<file path="config.mk">
export PLATFORM = sky130hd
export DESIGN_NAME = ccr_core_control
export DESIGN_NICKNAME = d
export VERILOG_FILES = /design/src/ccr_pkg.sv /design/src/ccr_core_control.sv
export SDC_FILE = /design/constraint.sdc
export NUM_CORES = 1
export LEC_CHECK = 0
export CAP_MARGIN = 20
export CORE_UTILIZATION = 55
export CTS_CLUSTER_DIAMETER = 40
export DETAILED_ROUTE_END_ITERATION = 7
export DONT_BUFFER_PORTS = 1
export PLACE_DENSITY = 0.78
export RECOVER_POWER = 25
export SYNTH_ARGS = -nofsm -noshare
export SYNTH_HDL_FRONTEND = slang
export SYNTH_SLANG_ARGS = --single-unit
</file>
<file path="constraint.sdc">
create_clock -name clk_sys -period 1.41 [get_ports clk_sys]
set_clock_uncertainty 0.05 [all_clocks]
set_input_delay 0.141 -clock clk_sys [delete_from_list [all_inputs] [get_ports clk_sys]]
set_output_delay 0.141 -clock clk_sys [all_outputs]
set_load 0.005 [all_outputs]
</file>
<file path="src/ccr_pkg.sv">
/*
 core control register package: byte offsets, bit positions, reset values,
 mode enumerations and the packed carriers for core side signals.
 assumes a 32-bit AXI4-Lite register bus and a 16-bit register in the low lanes.
*/
package ccr_pkg;
	localparam logic [3:0] CCR_ADDR_CORE_CONTROL = 4'h0;
	localparam logic [3:0] CCR_ADDR_SR_LOW = 4'h4;
	localparam int CCR_BIT_LATENCY = 15;
	localparam int CCR_BIT_UNUSED = 14;
	localparam int CCR_BIT_SIGN_HI = 13;
	localparam int CCR_BIT_SIGN_LO = 12;
	localparam int CCR_BIT_EARLY_TERM = 11;
	localparam int CCR_BIT_NEST_HI = 10;
	localparam int CCR_BIT_NEST_LO = 8;
	localparam int CCR_BIT_SAT_A = 7;
	localparam int CCR_BIT_SAT_B = 6;
	localparam int CCR_BIT_SAT_DW = 5;
	localparam int CCR_BIT_SAT_WIDTH = 4;
	localparam int CCR_BIT_PRIO_HIGH = 3;
	localparam int CCR_BIT_STACK_FRAME = 2;
	localparam int CCR_BIT_ROUNDING = 1;
	localparam int CCR_BIT_INT_MODE = 0;
	localparam logic [15:0] CCR_RESET_CORE_CONTROL = 16'h0020;
	localparam logic [1:0] CCR_RESP_OKAY = 2'h0;
	localparam logic [1:0] CCR_RESP_SLVERR = 2'h2;

	typedef enum logic [1:0] {
		MUL_SIGNED = 2'h0,
		MUL_UNSIGNED = 2'h1,
		MUL_MIXED = 2'h2
	} ccr_sign_t;

	// settings that steer the exception latency, multiplier, rounding and saturation datapaths
	typedef struct packed {
		logic varLatency;
		ccr_sign_t mulSignMode;
		logic accASatEn;
		logic accBSatEn;
		logic dataspaceWriteSatEn;
		logic satWidthSel;
		logic roundingSel;
		logic intMulMode;
	} ccr_ctrl_t;

	// state reported back by the core
	typedef struct packed {
		logic [2:0] loopNestCount;
		logic stackFrameActive;
		logic prioRaise;
	} ccr_core_t;
endpackage

</file>
<file path="src/ccr_core_control.sv">
/*
 core control register with an AXI4-Lite slave; 16-bit register in bits 15:0.
 assumes the core reports loop nesting, stack frame state and priority raises
 on the same clock, and takes the low three priority bits from the core but keeps the priority high bit itself.
*/
// The address map and the AXI4-Lite slave port were decided locally.
`timescale 1ns/100ps

// Overview of operation
// RQ1: bit 15 set selects variable exception latency, clear selects fixed latency.
// RQ2: bit 14 is not implemented, ignores writes and reads zero.
// RQ3: the sign field gives signed multiplies at 00, unsigned at 01, mixed at 10.
// RQ4: writing one to the early termination bit ends the active loop after this iteration.
// RQ5: the accumulator A saturation bit enables saturation of accumulator A.
// RQ6: the accumulator B saturation bit enables saturation of accumulator B.
// RQ7: the data write saturation bit saturates engine writes into data space.
// RQ8: the width select bit picks 9.31 saturation when set and 1.31 when clear.
// RQ9: the priority high bit sits above the three status priority bits to make a 4-bit level.
// RQ10: the early termination bit always reads zero.
// RQ11: the priority high bit reads one exactly when the level is above seven.
// RQ12: the rounding bit picks biased rounding when set and convergent when clear.
// RQ13: the multiplier mode bit picks integer mode when set and fractional when clear.
// RQ14: the nesting field is read only and shows how many loops are active, 0 to 7.
// RQ15: reset clears every bit but data write saturation, which sets; priority high only clears.
module ccr_core_control import ccr_pkg::*; (
	// clock and reset
	input wire logic clk_sys,
	input wire logic nrst,
	// axi4-lite write channels
	input wire logic [3:0] awaddr,
	input wire logic awvalid,
	output logic awready,
	input wire logic [31:0] wdata,
	input wire logic [3:0] wstrb,
	input wire logic wvalid,
	output logic wready,
	output logic [1:0] bresp,
	output logic bvalid,
	input wire logic bready,
	// axi4-lite read channels
	input wire logic [3:0] araddr,
	input wire logic arvalid,
	output logic arready,
	output logic [31:0] rdata,
	output logic [1:0] rresp,
	output logic rvalid,
	input wire logic rready,
	// core side
	input wire ccr_core_t coreState,
	input wire logic [2:0] prioLevelLowBits,
	output ccr_ctrl_t ctrl,
	output logic loopEarlyTerminate,
	output logic [3:0] prioLevel
);

	////////////////////////////////////////////////////////////////////
	logic [15:0] ctrlBits_reg;
	logic prioHigh_reg;
	logic earlyTerm_reg;
	logic awHeld_reg, wHeld_reg;
	logic [3:0] awAddr_reg;
	logic [31:0] wData_reg;
	logic [3:0] wStrb_reg;
	logic doWrite;
	logic [15:0] wordIn;
	logic [15:0] coreWord;

	function automatic logic [15:0] lane_merge(input logic [15:0] old, input logic [31:0] d,
		input logic [3:0] s);
		logic [15:0] r;
		r = old;
		if (s[0]) r[7:0] = d[7:0];
		if (s[1]) r[15:8] = d[15:8];
		return r;
	endfunction

	////////////////////////////////////////////////////////////////////
	// write address and data taken in either order, response after both
	assign awready = !awHeld_reg && !bvalid;
	assign wready = !wHeld_reg && !bvalid;
	assign doWrite = awHeld_reg && wHeld_reg && !bvalid;

	always_ff @(posedge clk_sys) begin
		if (!nrst) begin
			awHeld_reg <= 1'b0;
			wHeld_reg <= 1'b0;
			awAddr_reg <= 4'h0;
			wData_reg <= 32'h0000_0000;
			wStrb_reg <= 4'h0;
		end else begin
			if (awvalid && awready) begin
				awHeld_reg <= 1'b1;
				awAddr_reg <= awaddr;
			end else if (doWrite) begin
				awHeld_reg <= 1'b0;
			end
			if (wvalid && wready) begin
				wHeld_reg <= 1'b1;
				wData_reg <= wdata;
				wStrb_reg <= wstrb;
			end else if (doWrite) begin
				wHeld_reg <= 1'b0;
			end
		end
	end

	always_ff @(posedge clk_sys) begin
		if (!nrst) begin
			bvalid <= 1'b0;
			bresp <= CCR_RESP_OKAY;
		end else if (doWrite) begin
			bvalid <= 1'b1;
			bresp <= (awAddr_reg == CCR_ADDR_CORE_CONTROL) ? CCR_RESP_OKAY : CCR_RESP_SLVERR;
		end else if (bvalid && bready) begin
			bvalid <= 1'b0;
		end
	end

	////////////////////////////////////////////////////////////////////
	// register fields
	assign wordIn = lane_merge(ctrlBits_reg, wData_reg, wStrb_reg);

	always_ff @(posedge clk_sys) begin
		if (!nrst) begin
			ctrlBits_reg <= CCR_RESET_CORE_CONTROL; // [RQ15]
		end else if (doWrite && awAddr_reg == CCR_ADDR_CORE_CONTROL) begin
			ctrlBits_reg <= wordIn;
			ctrlBits_reg[CCR_BIT_UNUSED] <= 1'b0; // [RQ2]
			ctrlBits_reg[CCR_BIT_EARLY_TERM] <= 1'b0; // [RQ10]
			ctrlBits_reg[CCR_BIT_NEST_HI:CCR_BIT_NEST_LO] <= 3'h0; // [RQ14]
			ctrlBits_reg[CCR_BIT_PRIO_HIGH] <= 1'b0;
			ctrlBits_reg[CCR_BIT_STACK_FRAME] <= 1'b0;
		end
	end

	// priority high: core raises, software may only clear; raise wins
	always_ff @(posedge clk_sys) begin
		if (!nrst) begin
			prioHigh_reg <= 1'b0; // [RQ15]
		end else if (coreState.prioRaise) begin
			prioHigh_reg <= 1'b1; // [RQ11]
		end else if (doWrite && awAddr_reg == CCR_ADDR_CORE_CONTROL && wStrb_reg[0]
			&& !wData_reg[CCR_BIT_PRIO_HIGH]) begin
			prioHigh_reg <= 1'b0; // [RQ15]
		end
	end

	// one cycle termination request per written one
	always_ff @(posedge clk_sys) begin
		if (!nrst) begin
			earlyTerm_reg <= 1'b0;
		end else begin
			earlyTerm_reg <= doWrite && awAddr_reg == CCR_ADDR_CORE_CONTROL && wStrb_reg[1]
				&& wData_reg[CCR_BIT_EARLY_TERM]; // [RQ4]
		end
	end

	////////////////////////////////////////////////////////////////////
	// outputs to the datapaths
	assign ctrl.varLatency = ctrlBits_reg[CCR_BIT_LATENCY]; // [RQ1]
	assign ctrl.mulSignMode = ccr_sign_t'(ctrlBits_reg[CCR_BIT_SIGN_HI:CCR_BIT_SIGN_LO]); // [RQ3]
	assign ctrl.accASatEn = ctrlBits_reg[CCR_BIT_SAT_A]; // [RQ5]
	assign ctrl.accBSatEn = ctrlBits_reg[CCR_BIT_SAT_B]; // [RQ6]
	assign ctrl.dataspaceWriteSatEn = ctrlBits_reg[CCR_BIT_SAT_DW]; // [RQ7]
	assign ctrl.satWidthSel = ctrlBits_reg[CCR_BIT_SAT_WIDTH]; // [RQ8]
	assign ctrl.roundingSel = ctrlBits_reg[CCR_BIT_ROUNDING]; // [RQ12]
	assign ctrl.intMulMode = ctrlBits_reg[CCR_BIT_INT_MODE]; // [RQ13]
	assign loopEarlyTerminate = earlyTerm_reg; // [RQ4]
	assign prioLevel = {prioHigh_reg, prioLevelLowBits}; // [RQ9]

	always_comb begin
		coreWord = ctrlBits_reg;
		coreWord[CCR_BIT_NEST_HI:CCR_BIT_NEST_LO] = coreState.loopNestCount; // [RQ14]
		coreWord[CCR_BIT_PRIO_HIGH] = prioHigh_reg; // [RQ11]
		coreWord[CCR_BIT_STACK_FRAME] = coreState.stackFrameActive;
	end

	////////////////////////////////////////////////////////////////////
	// read channel
	assign arready = !rvalid;

	always_ff @(posedge clk_sys) begin
		if (!nrst) begin
			rvalid <= 1'b0;
			rdata <= 32'h0000_0000;
			rresp <= CCR_RESP_OKAY;
		end else if (arvalid && arready) begin
			rvalid <= 1'b1;
			unique case (araddr)
				CCR_ADDR_CORE_CONTROL: begin
					rdata <= {16'h0000, coreWord};
					rresp <= CCR_RESP_OKAY;
				end
				CCR_ADDR_SR_LOW: begin
					rdata <= {28'h0000000, prioHigh_reg, prioLevelLowBits};
					rresp <= CCR_RESP_OKAY;
				end
				default: begin
					rdata <= 32'h0000_0000;
					rresp <= CCR_RESP_SLVERR;
				end
			endcase
		end else if (rvalid && rready) begin
			rvalid <= 1'b0;
		end
	end
endmodule

</file>
# After elaboration in Yosys (flattened, before gate mapping)
# Index checks and enable logic that the tools add are counted.
totals:
  in_bits: 59
  word_cells: 56
  ff_bits: 73
classes:
  reduce_logical: 29
  eq_ne: 1
  n_mux: 12
op_table:
  columns: ["op", "n"]
  rows:
  - ["one-hot mux 16 bit (2 select lines)", 1]
  - ["logical AND 1 bit", 14]
  - ["nonzero test 2 bit", 5]
  - ["2-to-1 mux 1 bit", 9]
  - ["zero test 4 bit", 2]
  - ["zero test 1 bit", 5]
  - ["equality test 4 x 3 -> 1 bit, second input constant", 1]
  - ["2-to-1 mux 2 bit", 2]
  - ["AND reduction 2 bit", 2]
  - ["OR reduction 2 bit", 1]

# Logic depth before layout (Yosys ltp)
# Gate-level depths: netlist of run 1.
logic_depth:
  ltp_word: 7
  depth_mapped: 6
  ltp_nobuf: 3

# Least setup slack after synthesis of run 1
# No wires, ideal clock.
synth_timing:
  path_kind: "register to register"
  from: "register awAddr_reg[3]"
  to: "register ctrlBits_reg[0]"
  period_less_slack_ps: 1411
  path_slack_ps: -1
  t_arrival_ps: 1229
  required_ps: 1228
  stages_incl_launch_ff: 5
  cell_sequence: "dfxtp_1 or4_1 buf_2 o31ai_1 a21oi_1"
synth_between:
  elab_chain_len: 3
synth_lines:
  columns: ["element", "line_no", "text"]
  rows:
  - ["start, declared", "ccr_core_control.sv:61", "logic [3:0] awAddr_reg;"]
  - ["start signal, assigned", "ccr_core_control.sv:93", "awAddr_reg <= awaddr;"]
  - ["zero test 4 bit", "ccr_core_control.sv:126", "end else if (doWrite && awAddr_reg == CCR_ADDR_CORE_CONTROL) begin"]
  - ["logical AND 1 bit", "ccr_core_control.sv:126", null]
  - ["AND reduction 2 bit (no line)", null, null]
  - ["end signal, assigned", "ccr_core_control.sv:127", "ctrlBits_reg <= wordIn;"]
  - ["end, declared", "ccr_core_control.sv:57", "logic [15:0] ctrlBits_reg;"]
# Every way passes these cells.
# A chain may end at the register's enable or synchronous reset.

# Final worst setup path of run 1
layout_timing:
  from: "register awAddr_reg[3]"
  to: "register ctrlBits_reg[5]"
# The elaborated chain is that of the path after synthesis.

==> results.tsv, run 1 <==
stage	metric	value	unit
grt	grtUsageTotal	22.94	%
critical_path	cpPeakStageDelay	0.59	ns
clock_network	clk_path_buf_depth	2	
synth	netlist_area	2074	um2
synth	synth_edf_count	0	
place	place_hpwl	2.846	mm
clock_network	path_clk_slew	0.08	ns
timing	period_needed	1.408	ns
critical_path	r2r_setup_slack	0.002	ns
cells_and_area	postLayoutCoreUtil	71.79	%
clock_network	insertion_delay	0.29	ns
place	port-buffer-count	0	
clock_network	cts_buffers	5	
routing	firstDrtPassIters	4	
floorplanning	io_pins	114	
cells_and_area	largest_reg_flops	14	
timing	fin_crit_sh	99.89	%
synth	synth_ff_type	dfxtp_1	
grt	antenna_found_initial	0	
timing	finalHoldViolations	0	
routing	drc	0	
timing	maxSlewViolCount	0	
clock_network	root_buffer	clkbuf_8	
grt	grt_pass1_vias	1513	
clock_network	h-tree-depth	2	
synth	synth_warnings	0	
clock_network	cts_setup_buffers	0	
timing	final.setup.tns	0	ns
routing	vias	1669	
floorplanning	fp-row-count	21	
floorplanning	die_area	4021	um2
floorplanning	die_h	63.42	um
cells_and_area	syn_to_final_growth	20.02	%
timing	max_freq	710.0	MHz
floorplanning	die_x	63.42	um
critical_path	worst_path_max_delay_cell	or4_4	
floorplanning	start_util	59.81	%
routing	routed_wl	4.473	mm
synth	synth_top_cell_by_area	dfxtp_1	
timing	rsz0062_at_grt	true	
cells_and_area	drive_gt1_share	9.926	%
critical_path	crit_type	flip-flop to flip-flop	
critical_path	critPathMaxFanout	6	
place	globalplace.congestion	0.6956	
synth	syn_area_per_cell	8.644	um2
critical_path	cp-start-kind	flip-flop	
synth	ys_async_sr_fraction	0	%
cells_and_area	antenna_cells_inserted	0	
critical_path	crit_chain	or4_4, nor3_2, o211ai_1	
grt	grt_pass1_wl	7.079	mm
routing	wire_per_inst	14.07	um
flow_run	cap_viol_max_count	0	
grt	overflow	0	
timing	setup_violations	0	
synth	yosysSeqAreaShare	46.32	%
routing	postRouteAntennaNets	0	
clock_network	cts_sinks	48	
critical_path	cp_data_required_time	1.52	ns
synth	postSynthCellCount	240	
routing	vias_per_cell	5.248	
synth	synth_cell_type_count	29	
synth	synth_most_common_cell	dfxtp_1	
clock_network	cts_tree	yes	
synth	ys_seq_elements	48	
power_and_ir_drop	powerDensity	1053	nW/um2
grt	grt_max_degree	30	
routing	drt_iter0_markers	92	
hold_path	hp-class	primary input to flip-flop	
power_and_ir_drop	ir_drop	0.0007483	V
power_and_ir_drop	p_leak	0.9408	nW
cells_and_area	nFillCells	268	
synth	netlist.area_leader.share	46.32	%
power_and_ir_drop	p_total	2.623	mW
synth	synth_common_cells	48 x dfxtp_1, 43 x nand2_1, 35 x a21oi_1	
cells_and_area	nets	330	
critical_path	arrival	1.52	ns
floorplanning	core	3468	um2
synth	synthTopCellsByArea	dfxtp_1 46%, buf_4 9.0%, a21oi_1 8.4%	
run_status	run_status	completed	
critical_path	end_kind	flip-flop	
kinds of logic after synthesis:
logic type             Yosys count  share of synthesized area [%]
AOI/OAI and AO/OA               47                          12.18
buffers and inverters           44                          12.85
DFF                             48                          46.32
muxes                           10                          4.825
other                            1                         0.1808
and+or+nand+nor                 90                          23.64
worst max-delay path: cells and delay by family, from the launching register on:
kind	cells	cell delay, ns
AND/OR/NAND/NOR	2	0.79
flip-flops	1	0.31
AO/OA/AOI/OAI	1	0.12
what timing repair did:
action | CTS | global route
hold buffers | 33 | 0
endpoints found under the setup margin | 7 | 8
pin swaps | 0 | 0
resized for setup | 1 | 3
hold endpoints to repair | 39 | 0
layout by cell type, fill, tap and decap left out, types with 2 or more instances in the layout:
cell type,count
dfxtp_1,48
nand2_1,43
a21oi_1,35
dlygate4sd3_1,33
conb_1,20
buf_4,11
nor2_1,10
mux2i_1,10
nand4b_1,10
nand4_1,6
clkbuf_8,6
nand3_1,5
inv_1,4
nand2b_1,4
o21ai_1,4
o31ai_1,3
nor3b_2,2
o31ai_2,2
clkbuf_1,2
layout make-up:
cell class                 instances  area (um2)  share of cell area, %
timing repair buffer              45       432.9                  17.39
tap                               46       57.56                  2.312
inverter                           4       15.01                 0.6030
multi-input combinational        167       933.4                  37.49
sequential                        48       960.9                  38.59
clock buffer                       8       90.09                  3.618
worst paths after layout:
path              cells after the start           startpoint              end
setup reg to reg                      3        awAddr_reg[3]  ctrlBits_reg[5]
hold reg to reg                       2         wStrb_reg[1]     wStrb_reg[1]
setup / recovery                      3        awAddr_reg[3]  ctrlBits_reg[5]
hold / removal                        2  prioLevelLowBits[1]         rdata[1]
metrics by stage:
stage	setup WS, ns	std cells	cell area, um2	hold slack, ns
after global placement	-0.04859	277	2054	0.1824
after floorplan	-0.0007557	259	2146	0.2270
after detailed placement	-0.07304	277	2054	0.2122
after global routing	-0.04642	318	2490	0.02147
after CTS	0.0004290	318	2479	0.01428
final	0.001592	318	2490	0.005691
power by group:
part	total (mW)	leakage [nW]	internal, mW	switching (mW)
registers	1.45	0.391	1.41	0.0405
clock network	0.825	0.0455	0.400	0.425
logic	0.352	0.504	0.168	0.184
total	2.62	0.941	1.97	0.649
layer usage:
| metal | global-route usage [%] | vias to the layer above | wire length, um |
|---|---|---|---|
| li1 | - | 843 | - |
| met1 | 25.03 | 755 | 1860 |
| met4 | 11.36 | 0 | 62 |
| met5 | 0 | - | 0 |
| met2 | 40.03 | 65 | 2226 |
| met3 | 6.703 | 6 | 324 |
No activity file was read; power rests on OpenSTA's default activity.
==> run 2, diff against run 1 <==
GPL_TIMING_DRIVEN = 0   (was unset)
==> run 2 against run 1 <==
The run now ends with negative setup slack left. Non-clock buffer count increased by 27. Routed wire length up 11%. Global-route usage grew 1.6 points. Critical path depth is the same. Highest routed layer unchanged.
==> results.tsv, run 2 (synthesis gave the netlist of run 1 again) <==
stage	metric	value	unit	change
run_status	run_status	finished, violations left		
run_status	failed_checks	negative setup slack		
timing	period_needed	1.427	ns	+0.01906 ns
place	port-buffer-count	0		unchanged
power_and_ir_drop	powerDensity	1006	nW/um2	-4.5%
place	placed_cells	305		+10%
cells_and_area	largest_reg_flops	14		unchanged
timing	finalHoldViolations	0		unchanged
grt	grtUsageTotal	24.54	%	+1.6 points
cells_and_area	seq_area	965.9	um2	+0.52%
critical_path	critPathMaxFanout	6		unchanged
critical_path	crit_type	flip-flop to flip-flop		
clock_network	path_clk_slew	0.08	ns	about the same
place	pre_cts_ws	-0.1228	ns	-0.04980 ns
grt	grt_max_degree	14		-53%
clock_network	insertion_delay	0.30	ns	about the same
floorplanning	io_pins	114		unchanged
routing	firstDrtPassIters	4		unchanged
critical_path	end_kind	flip-flop		
cells_and_area	multiInputGateArea	984.7	um2	+5.5%
grt	overflow	0		unchanged
floorplanning	start_util	59.81	%	unchanged
floorplanning	die_area	4021	um2	unchanged
clock_network	h-tree-depth	2		unchanged
floorplanning	core	3468	um2	unchanged
clock_network	cts_sinks	48		unchanged
grt	grt_pass1_wl	7.645	mm	+8.0%
cells_and_area	antenna_cells_inserted	0		unchanged
routing	routed_wl	4.968	mm	+11%
timing	max_slew_margin	65.95	%	
power_and_ir_drop	switching_share	25.79	%	+1.0 points
floorplanning	fp-row-count	21		unchanged
grt	antenna_found_initial	0		unchanged
flow_run	cap_viol_max_count	0		unchanged
critical_path	critical_path_buf_inv_count	0		unchanged
cells_and_area	mostFrequentLayoutCells	44 x dfxtp_1, 43 x nand2_1, 35 x a21oi_1		
critical_path	cp_data_required_time	1.53	ns	about the same
timing	maxSlewViolCount	0		unchanged
clock_network	root_buffer	clkbuf_8		
place	place_area	2203	um2	+7.2%
critical_path	crit_chain	or4_4, o31ai_2, a21oi_1		
routing	drc	0		unchanged
clock_network	clk_path_buf_depth	2		unchanged
hold_path	hp-class	primary input to flip-flop		
floorplanning	die_h	63.42	um	unchanged
power_and_ir_drop	comb_power_share	15.5	%	+2.1 points
timing	fin_crit_sh	101.2	%	+1.4 points
floorplanning	die_x	63.42	um	unchanged
routing	vias_per_cell	5.142		-2.0%
power_and_ir_drop	p_total	2.723	mW	+3.8%
place	globalplace.congestion	0.7474		+7.4%
timing	setup_violations	1		+1
cells_and_area	final_area	2706	um2	+8.7%
routing	vias	1774		+6.3%
timing	max_freq	700.5	MHz	-1.3%
power_and_ir_drop	p_sw	0.7023	mW	+8.2%
power_and_ir_drop	ir_drop	0.0007137	V	-4.6%
cells_and_area	syn_to_final_growth	30.46	%	
critical_path	cpPeakStageDelay	0.57	ns	-0.02 ns
place	place_hpwl	3.146	mm	+11%
cells_and_area	nets	357		+8.2%
grt	grt_pass1_vias	1682		+11%
power_and_ir_drop	seq_power_share	53.5	%	-1.6 points
cells_and_area	drive_gt1_share	19.73	%	+9.8 points
routing	postRouteAntennaNets	0		unchanged
routing	wire_per_inst	14.40	um	+2.4%
power_and_ir_drop	power.share.clock	31.0	%	-0.5 points
clock_network	cts_buffers	5		unchanged
cells_and_area	nFillCells	253		-5.6%
critical_path	cp-start-kind	flip-flop		
cells_and_area	instances_no_fill	345		+8.5%
cells_and_area	final_common_cell	dfxtp_1		
critical_path	arrival	1.54	ns	+0.02 ns
critical_path	crit_family	simple AND/OR/NAND/NOR gates		
routing	drt_iter0_markers	138		+50%
timing	setup_ws	-0.01747	ns	-0.01906 ns
power_and_ir_drop	p_leak	1.096	nW	+17%
power_and_ir_drop	p_int	2.020	mW	+2.4%
timing	worst_pin_slew	0.5107	ns	
timing	rsz0062_at_grt	true		
clock_network	cts_tree	yes		
critical_path	worst_path_max_delay_cell	or4_4		
[run 2: cell count changes in the layout (fill, tap and decap cells not counted), sizes merged]
cell,delta
buf,+19
clkbuf,+11
dlygate4sd3,-3
[run 2: routing by layer]
metal | GRT usage [%] | vias to the layer above | share of wire [%]
li1 | - | 894 | -
met1 | 27.26 | 805 | 40
met2 | 45.08 | 68 | 52
met3 | 5.978 | 7 | 6.4
met4 | 7.955 | 0 | 1.2
met5 | 0 | - | 0
[run 2: layout make-up]
cell class,count,share of cell area [%]
Multi-Input combinational cell,167,36.38
Buffer,36,9.154
Inverter,4,0.5548
Timing Repair Buffer,36,12.76
Sequential cell,48,35.69
Clock buffer,8,3.329
Tap cell,46,2.127
[run 2: through the flow]
| stage | TNS [ns] | utilization (%) | hold slack [ns] |
|---|---|---|---|
| after floorplan | -0.003779 | - | 0.2270 |
| after global placement | -1.153 | 63.53 | 0.2309 |
| after detailed placement | -1.450 | 63.53 | 0.2346 |
| after CTS | -0.2162 | 77.60 | 0.01076 |
| after global routing | -0.2775 | 78.03 | 0.02003 |
| final | -0.01747 | 78.03 | 0.008162 |
[run 2: path summary, 6_finish.rpt]
kind,from,to,slack [ns],cells after the start
setup reg to reg,awAddr_reg[0],ctrlBits_reg[6],-0.02,3
hold reg to reg,wData_reg[11],wData_reg[11],0.41,2
hold / removal,nrst,rdata[2],0.008,2
setup / recovery,awAddr_reg[0],ctrlBits_reg[6],-0.02,3
[run 2: power groups by stage]
stage	clock network [mW]	registers, mW	logic, mW
4_1_cts	0.840	1.45	0.414
3_5_place_dp	0	1.48	0.300
3_3_place_gp	0	1.48	0.295
2_1_floorplan	0	1.47	0.253
6_report	0.844	1.46	0.421
5_1_grt	0.897	1.47	0.459
[run 2: repair_timing]
item                                    in CTS  in global routing
buffers inserted                             4                  2
pin swaps                                    2                  3
gates resized for setup                     20                 11
hold buffers                                30                  0
endpoints found under the setup margin      30                 37
endpoints found under the hold margin       29                  0
